--- src/pkg/spm_pkg.sv ---
// ============================================================
// Purpose: Shared constants for the register area and page selection
// Assumes: 8-bit register bus, addresses 8 bits wide
// Notes: Field positions and reset values are named here only
package spm_pkg;
   // ==========================================================
   // Addresses
   localparam logic [7:0] SPM_CTRL0_ADDR = 8'h8f;
   localparam logic [7:0] SPM_SYS_PAGE_ADDR = 8'hbf;
   // Default address of the generic module page register
   localparam logic [7:0] SPM_UNIT_PAGE_ADDR = 8'hb1;
   // ==========================================================
   // Field layout of every page register
   localparam int SPM_PAGE_LSB = 0;
   localparam int SPM_PAGE_W = 3;
   localparam int SPM_SLOT_SEL_LSB = 4;
   localparam int SPM_SLOT_SEL_W = 2;
   localparam int SPM_PAGE_OPER_LSB = 6;
   localparam int SPM_PAGE_OPER_W = 2;
   localparam int SPM_SLOTS = 4;
   // Map-select bit position in control register 0
   localparam int SPM_MAP_BIT = 0;
   // ==========================================================
   // Page operation codes
   localparam logic [1:0] SPM_OPER_SAVE = 2'h2;
   localparam logic [1:0] SPM_OPER_RESTORE = 2'h3;
   // Reset values
   localparam logic [7:0] SPM_REG_RESET = 8'h00;
   localparam logic [2:0] SPM_PAGE_RESET = 3'h0;
endpackage

--- src/hdl/spm_page_unit.sv ---
// Purpose: One page register with four storage slots
// Assumes: Write strobe is a single-cycle pulse on core_clk_i
// Notes: Slots live in flip-flops; page read data is registered
`timescale 1ns/100ps
module spm_page_unit
   import spm_pkg::*;
(
   // Clock and reset
   input wire logic core_clk_i,
   input wire logic reset_i,
   // Write side
   input wire logic wr_i,
   input wire logic [7:0] wdata_i,
   // Current page
   output logic [SPM_PAGE_W-1:0] page_o
);
   // ==========================================================
   // State
   logic [SPM_PAGE_W-1:0] page;
   logic [SPM_PAGE_W-1:0] next_page;
   logic [SPM_PAGE_W-1:0] slot [SPM_SLOTS];
   logic [SPM_PAGE_W-1:0] next_slot [SPM_SLOTS];
   logic [SPM_PAGE_OPER_W-1:0] page_operation; // Operation of this write
   logic [SPM_SLOT_SEL_W-1:0] storage_select; // Target slot of this write

   assign page_operation = wdata_i[SPM_PAGE_OPER_LSB +: SPM_PAGE_OPER_W];
   assign storage_select = wdata_i[SPM_SLOT_SEL_LSB +: SPM_SLOT_SEL_W];
   assign page_o = page;

   // Next page and slot contents from the write
   always_comb
   begin
      next_page = page;
      next_slot = slot;
      if (wr_i)
      begin
         // Save current page, then take the written one
         if (page_operation == SPM_OPER_SAVE)
         begin
            next_slot[storage_select] = page;
            next_page = wdata_i[SPM_PAGE_LSB +: SPM_PAGE_W];
         end
         // Restore from slot, ignore written page bits
         else if (page_operation == SPM_OPER_RESTORE)
            next_page = slot[storage_select];
         // Plain load, slots untouched
         else
            next_page = wdata_i[SPM_PAGE_LSB +: SPM_PAGE_W];
      end
   end

   // Register page and slots
   always_ff @(posedge core_clk_i)
   begin
      if (reset_i)
      begin
         page <= SPM_PAGE_RESET;
         for (int i = 0; i < SPM_SLOTS; i++)
            slot[i] <= SPM_PAGE_RESET;
      end
      else
      begin
         page <= next_page;
         slot <= next_slot;
      end
   end

   // Restore brings back what a save stored
   restore_value_a: assert property (@(posedge core_clk_i)
      disable iff (reset_i)
      wr_i && page_operation == SPM_OPER_RESTORE
      |=> page == $past(slot[storage_select]))
      else $error("restore did not load slot");
endmodule

--- src/hdl/spm_sfr_map.sv ---
// ============================================================
// ============================================================
// Purpose: Register-area selection and page registers of the core
// Assumes: Core gives one-cycle write/read strobes with an address
// Notes: Read data is registered, valid the cycle after the read
`timescale 1ns/100ps
module spm_sfr_map
   import spm_pkg::*;
#(
   parameter logic [7:0] UNIT_PAGE_ADDR = SPM_UNIT_PAGE_ADDR
)
(
   // Clock and reset
   input wire logic core_clk_i,
   input wire logic reset_i,
   // Core register access
   input wire logic [7:0] addr_i,
   input wire logic wr_i,
   input wire logic rd_i,
   input wire logic [7:0] wdata_i,
   output logic [7:0] rdata_o,
   output logic rvalid_o,
   // Area and page state
   output logic map_select_o,
   output logic [SPM_PAGE_W-1:0] sys_page_o,
   output logic [SPM_PAGE_W-1:0] unit_page_o,
   // Decode result for CPU and system control registers
   output logic cpu_area_o,
   output logic sysctl_area_o
);
   // ==========================================================
   // Decode
   logic map_select; // Map-select bit
   logic next_map_select;
   logic hit_ctl0; // Control register 0 hit
   logic hit_scu; // System page register hit
   logic hit_mod; // Module page register hit
   logic [SPM_PAGE_W-1:0] sys_page; // Active system unit page
   logic [SPM_PAGE_W-1:0] unit_page; // Active module page
   // Write fields, used by the checks below
   logic [SPM_PAGE_OPER_W-1:0] wr_oper; // Operation field
   logic [SPM_SLOT_SEL_W-1:0] wr_slot; // Slot field
   logic [SPM_PAGE_W-1:0] wr_page; // Page field
   logic [7:0] next_rdata;
   logic next_cpu_area;
   logic next_sysctl_area;

   // Control register 0 is reachable in both areas
   assign hit_ctl0 = addr_i == SPM_CTRL0_ADDR;
   // System unit page register only in standard area
   assign hit_scu = addr_i == SPM_SYS_PAGE_ADDR && !map_select;
   assign hit_mod = addr_i == UNIT_PAGE_ADDR && !map_select;
   // Field split of the write data
   assign wr_oper = wdata_i[SPM_PAGE_OPER_LSB +: SPM_PAGE_OPER_W];
   assign wr_slot = wdata_i[SPM_SLOT_SEL_LSB +: SPM_SLOT_SEL_W];
   assign wr_page = wdata_i[SPM_PAGE_LSB +: SPM_PAGE_W];

   // ==========================================================
   // Page units
   // System unit page, reached only in the standard area
   spm_page_unit u_sys_page
   (
      .core_clk_i(core_clk_i),
      .reset_i(reset_i),
      .wr_i(wr_i && hit_scu),
      .wdata_i(wdata_i),
      .page_o(sys_page)
   );

   // Generic module page, same layout and slot behaviour
   spm_page_unit u_unit_page
   (
      .core_clk_i(core_clk_i),
      .reset_i(reset_i),
      .wr_i(wr_i && hit_mod),
      .wdata_i(wdata_i),
      .page_o(unit_page)
   );

   // ==========================================================
   // Next values for map bit, read data and area flags
   always_comb
   begin
      next_map_select = map_select;
      if (wr_i && hit_ctl0)
         next_map_select = wdata_i[SPM_MAP_BIT];
      next_rdata = SPM_REG_RESET;
      if (rd_i)
      begin
         // Upper seven bits of control register 0 read zero
         if (hit_ctl0)
            next_rdata[SPM_MAP_BIT] = map_select;
         // Only page bits return; op and slot bits read zero
         else if (hit_scu)
            next_rdata[SPM_PAGE_LSB +: SPM_PAGE_W] = sys_page;
         else if (hit_mod)
            next_rdata[SPM_PAGE_LSB +: SPM_PAGE_W] = unit_page;
      end
      // CPU registers decode regardless of map-select
      next_cpu_area = 1'b1;
      next_sysctl_area = !next_map_select;
   end

   // Register state and outputs
   always_ff @(posedge core_clk_i)
   begin
      if (reset_i)
      begin
         map_select <= 1'b0;
         rdata_o <= SPM_REG_RESET;
         rvalid_o <= 1'b0;
         map_select_o <= 1'b0;
         sys_page_o <= SPM_PAGE_RESET;
         unit_page_o <= SPM_PAGE_RESET;
         cpu_area_o <= 1'b1;
         sysctl_area_o <= 1'b1;
      end
      else
      begin
         map_select <= next_map_select;
         rdata_o <= next_rdata;
         rvalid_o <= rd_i;
         map_select_o <= next_map_select;
         sys_page_o <= sys_page;
         unit_page_o <= unit_page;
         cpu_area_o <= next_cpu_area;
         sysctl_area_o <= next_sysctl_area;
      end
   end

   // ==========================================================
   // Checks
   // Read of the system page returns the page held at the read
   page_read_a: assert property (@(posedge core_clk_i) disable iff (reset_i)
      rd_i && hit_scu |=> rdata_o == {5'h00, $past(sys_page)})
      else $error("page read wrong");
   // Save shows the written page at the output two edges later
   save_load_a: assert property (@(posedge core_clk_i) disable iff (reset_i)
      wr_i && hit_scu && wr_oper == SPM_OPER_SAVE
      |=> ##1 sys_page_o == $past(wr_page, 2))
      else $error("save did not load new page");
   // Codes 00 and 01 load the module page directly
   plain_load_a: assert property (@(posedge core_clk_i) disable iff (reset_i)
      wr_i && hit_mod && !wr_oper[1]
      |=> ##1 unit_page_o == $past(wr_page, 2))
      else $error("plain load failed");
   // Restore shows the stored slot, not the written page bits
   restore_ignore_a: assert property (@(posedge core_clk_i)
      disable iff (reset_i)
      wr_i && hit_scu && wr_oper == SPM_OPER_RESTORE
      |=> ##1 sys_page_o == $past(u_sys_page.slot[wr_slot], 2))
      else $error("restore check");
   // Both pages come out of reset at page zero
   reset_zero_a: assert property (@(posedge core_clk_i)
      $past(reset_i)
      |-> sys_page_o == SPM_PAGE_RESET && unit_page_o == SPM_PAGE_RESET)
      else $error("page not zero after reset");
   // Operation, slot and bit 3 always read as zero
   write_fields_a: assert property (@(posedge core_clk_i) disable iff (reset_i)
      rd_i && (hit_scu || hit_mod) |=> rdata_o[7:3] == 5'h00)
      else $error("write-only bits read back");
   // Control register 0 takes the map-select bit
   map_bit_a: assert property (@(posedge core_clk_i) disable iff (reset_i)
      wr_i && hit_ctl0 |=> map_select_o == $past(wdata_i[SPM_MAP_BIT]))
      else $error("map bit not written");
   // Control register 0 reads the bit, upper bits zero
   ctl_read_a: assert property (@(posedge core_clk_i) disable iff (reset_i)
      rd_i && hit_ctl0 |=> rdata_o == {7'h00, $past(map_select)})
      else $error("control register read wrong");
   // Mapped area hides system control, CPU stays decoded
   sysctl_gate_a: assert property (@(posedge core_clk_i) disable iff (reset_i)
      map_select_o |-> !sysctl_area_o && cpu_area_o)
      else $error("area decode wrong");
   // CPU registers decode in both areas
   cpu_area_a: assert property (@(posedge core_clk_i) disable iff (reset_i)
      cpu_area_o)
      else $error("cpu area not decoded");
   // System page ignores writes in the mapped area
   mapped_block_a: assert property (@(posedge core_clk_i)
      disable iff (reset_i)
      map_select && wr_i && addr_i == SPM_SYS_PAGE_ADDR
      |=> $stable(u_sys_page.page))
      else $error("page written in mapped area");
   // Module page ignores writes in the mapped area
   mapped_unit_a: assert property (@(posedge core_clk_i)
      disable iff (reset_i)
      map_select && wr_i && addr_i == UNIT_PAGE_ADDR
      |=> $stable(u_unit_page.page))
      else $error("module page written in mapped area");
   // Read answer strobe follows the read by one edge
   read_strobe_a: assert property (@(posedge core_clk_i) disable iff (reset_i)
      rd_i |=> rvalid_o)
      else $error("read answer missing");
   // Read data return to zero without a read
   idle_read_a: assert property (@(posedge core_clk_i) disable iff (reset_i)
      !rd_i |=> rdata_o == SPM_REG_RESET)
      else $error("read data not cleared");
   save_c: cover property (@(posedge core_clk_i)
      wr_i && hit_scu && wr_oper == SPM_OPER_SAVE);
   restore_c: cover property (@(posedge core_clk_i)
      wr_i && hit_mod && wr_oper == SPM_OPER_RESTORE);
   mapped_c: cover property (@(posedge core_clk_i) map_select_o);
   plain_c: cover property (@(posedge core_clk_i)
      wr_i && hit_mod && !wr_oper[1]);
   unmap_c: cover property (@(posedge core_clk_i)
      map_select_o ##1 !map_select_o);
endmodule

--- config.mk ---
export PLATFORM = sky130hd
export DESIGN_NAME = spm_sfr_map
export DESIGN_NICKNAME = d
export VERILOG_FILES = /design/src/pkg/spm_pkg.sv /design/src/hdl/spm_page_unit.sv /design/src/hdl/spm_sfr_map.sv
export SDC_FILE = /design/constraint.sdc
export NUM_CORES = 1
export LEC_CHECK = 0
export BUFFER_PORTS_ARGS = -buffer_cell sky130_fd_sc_hd__clkbuf_2
export CAP_MARGIN = 25
export CORE_MARGIN = 2
export CORE_UTILIZATION = 40
export DETAILED_ROUTE_END_ITERATION = 10
export GPL_ROUTABILITY_DRIVEN = 0
export PLACE_DENSITY = 0.68
export SYNTH_ARGS = -nofsm -noshare
export SYNTH_HDL_FRONTEND = slang
export SYNTH_SLANG_ARGS = --single-unit
--- constraint.sdc ---
create_clock -name core_clk_i -period 3.28 [get_ports core_clk_i]
set_input_delay 0.328 -clock core_clk_i [delete_from_list [all_inputs] [get_ports core_clk_i]]
set_output_delay 0.328 -clock core_clk_i [all_outputs]
set_load 0.005 [all_outputs]
==> metrics.md <==
| Metric | Value |
|---|---|
| Worst-path clk slew | `0.08 ns` |
| Largest net degree at the start of global routing | `40` |
| Starting Density | `0.413` |
| Clock latency on the worst-skew pair | `0.30 ns` |
| Average wire per standard cell | `14.4 µm` |
| Tmin final | `1.56 ns` |
| Row cnt | `25` |
| Worst Skew | `0.00565 ns` |
| Commonest non-fill, non-tap cell in the layout | `dfxtp_1` |
| Synth Cell Area | `1950 µm²` |
| Status | `finished clean` |
| Slew headroom | `0.511` |
| Complex-gate fraction of the synthesized area | `0.0591` |
| Seq/Total Area, Yosys | `0.431` |
| CTS tree | `yes` |
| Adder-Cell Fraction of Synth Area | `0` |
| PwrDens | `417 nW/µm²` |
| XOR/XNOR Fraction of Synth Area | `0` |
| Most frequent cells in the layout | `42 x dfxtp_1, 30 x nand2b_1, 30 x clkbuf_2, 28 x mux2i_1, 9 x nand4_1` |
| Storage cell area | `841 µm²` |
| Die ar. | `5450 µm²` |
| Synth cell types | `29` |
| Layout filler cell count | `454` |
| Final cell count without fillers | `278` |
| Core Box Area | `4720 µm²` |
| Worst slew pin tran | `0.732 ns` |
| Overall Power | `919 µW` |
| Worst path cell trace | `clkbuf_2 -> nor2b_1 -> and4_1 -> mux2_2` |
| RSZ-0062 raised after global routing | `no` |
| WP data required | `3.47 ns` |
| Layout cells sized above 1 | `0.232` |
| # hold bufs at CTS | `0` |
| Pleak | `1.02 nW` |
| Root Buffer | `clkbuf_8` |
| Total GRT Usage | `0.163` |
| Multi-input gate area | `1000 µm²` |
| Final setup viols | `0` |
| Mean Syn Cell Area | `10.6 µm²` |
| Hold/Removal Path Class | `primary input to register` |
| Multiplexer area fraction after synthesis | `0.219` |
| Arr. time, crit path | `1.75 ns` |
| Top delay family on crit path | `simple AND/OR/NAND/NOR gates` |
| Resize count post-CTS | `0` |
| Die Ht | `73.8 µm` |
| First-pass GRT wire length | `6440 µm` |
| # DRC | `0` |
| Routed Wire Length | `4020 µm` |
| Total gr overflow | `0` |
| Num CTS Buffers | `5` |
| DIE WIDTH | `73.8 µm` |
| Slowest CP cell | `nor2b_1` |
| CP Max Fanout | `11` |
| Layout area overhead | `13.0%` |
| Worst Setup Path Type | `primary input to register` |
| Worst ir drop on vdd | `232 µV` |
| Io pins | `38` |
| Period utilization | `0.475` |
| Yosys warnings | `0` |
| Post-DRT Antenna Nets | `0` |
| Placed cells | `270` |
| Upper clock frequency limit | `0.642 GHz` |
| # diodes | `0` |
| Initial drt markers | `117` |
| Max Slew Vio Count | `0` |
| Worst Path Buf+Inv | `1` |
| H-tree depth | `2` |
| Vias/cell | `5.21` |
| CP Capture Type | `register` |
| Yosys reg bits | `42` |
| # port buffers | `30` |
| CTS Sinks | `42` |
| CP Launch Type | `primary input` |
| Vias in the first global route | `1287` |
| Via count | `1448` |
| DP Wirelength | `2830 µm` |
| Setup tns final | `0 ns` |
| Syn Inst Count | `184` |
| Critical Path Max Stage Delay | `0.60 ns` |
| Post-CTS Repair Setup Buffers | `0` |
| Main combinational cell family by area after synthesis | `simple AND/OR/NAND/NOR gates` |
| Antenna violations before repair | `0` |
| Max-Cap Viols | `0` |
| Post-Synth Simple-Gate Area | `0.225` |
| CTS Buffer Depth | `2` |
| Final hold violations | `0` |
| Drt pass-1 iters | `4` |
| NumNets Final | `230` |
==> per-layer routing <==
metal / vias to the layer above / wire length (µm) / global-route usage
met5: - / 0 / 0
met2: 58 / 1710 / 0.233
met3: 9 / 260 / 0.0562
met4: 0 / 89 / 0.0727
met1: 682 / 1960 / 0.219
li1: 699 / - / -
==> flip-flops by register name, summed over array words and instances (netlist names) <==
signal,flops
rvalid_o,1
u_unit_page.page_o,3
u_sys_page.page_o,3
u_unit_page.slot,12
rdata_o,3
u_sys_page.slot,12
unit_page_o,3
sysctl_area_o,1
sys_page_o,3
map_select,1
==> synth_stat cells <==
| cell | instances | area share |
|---|---|---|
| conb_1 | 2 | 0.0039 |
| nor4b_2 | 1 | 0.0077 |
| inv_1 | 6 | 0.012 |
| a311oi_1 | 3 | 0.013 |
| and2_1 | 1 | 0.0032 |
| nor4b_4 | 1 | 0.012 |
| and3_1 | 2 | 0.0064 |
| buf_4 | 7 | 0.027 |
| nand2_1 | 5 | 0.0096 |
| mux4_2 | 6 | 0.069 |
| a211oi_1 | 3 | 0.012 |
| a22oi_1 | 3 | 0.012 |
| nand4_1 | 9 | 0.029 |
| clkbuf_1 | 5 | 0.0096 |
| mux2_2 | 1 | 0.0058 |
| nand2b_1 | 30 | 0.096 |
| nor2b_1 | 6 | 0.019 |
| dfxtp_1 | 42 | 0.43 |
| clkbuf_2 | 1 | 0.0026 |
| buf_2 | 2 | 0.0051 |
| o22ai_1 | 1 | 0.0032 |
| mux2i_1 | 28 | 0.14 |
| and4b_1 | 2 | 0.010 |
| and4bb_2 | 1 | 0.0064 |
| and4_1 | 2 | 0.0090 |
| nor2_1 | 3 | 0.0058 |
| a31oi_1 | 6 | 0.019 |
| buf_6 | 1 | 0.0058 |
| nand3_1 | 4 | 0.010 |
==> report_power, final <==
part	switching [mW]	internal (mW)	leakage (nW)
sequential	0.000328	0.510	0.338
clock	0.182	0.169	0.0472
combinational	0.0338	0.0241	0.632
==> stage by stage <==
step / area [µm²] / util / setup slack (ns) / hold WS [ns]
final: 2200 / 0.466 / 1.72 / 0.296
after global routing: 2200 / 0.466 / 1.66 / 0.310
after CTS: 2200 / 0.466 / 1.76 / 0.291
after detailed placement: 2110 / 0.446 / 1.46 / 0.466
after global placement: 2110 / 0.446 / 1.50 / 0.459
after floorplan: 1960 / - / 2.01 / 0.423
==> cell families (layout without fill, tap and decap cells) <==
| group | Yosys count | after routing |
|---|---|---|
| mux | 35 | 35 |
| other cells | 2 | 6 |
| compound gates | 16 | 16 |
| flops | 42 | 42 |
| buf+inv | 22 | 45 |
| simple gates | 67 | 67 |
==> cell type report <==
| class | count | area share |
|---|---|---|
| Sequential cell | 42 | 0.382 |
| Clock buffer | 6 | 0.0375 |
| Tap cell | 67 | 0.0380 |
| Clock inverter | 2 | 0.00568 |
| Multi-Input combinational cell | 124 | 0.455 |
| Inverter | 6 | 0.0102 |
| Timing Repair Buffer | 31 | 0.0716 |
==> final timing paths <==
check,startpoint,end,slack [ns],depth (start not counted)
worst min register to register,u_unit_page.slot[5],u_unit_page.slot[5],0.48,2
worst max register to register,map_select,u_sys_page.slot[4],1.76,3
worst max-delay path,addr_i[7],map_select,1.72,4
worst min-delay path,rd_i,rvalid_o,0.30,2
Power figures use the tool's default switching activity.
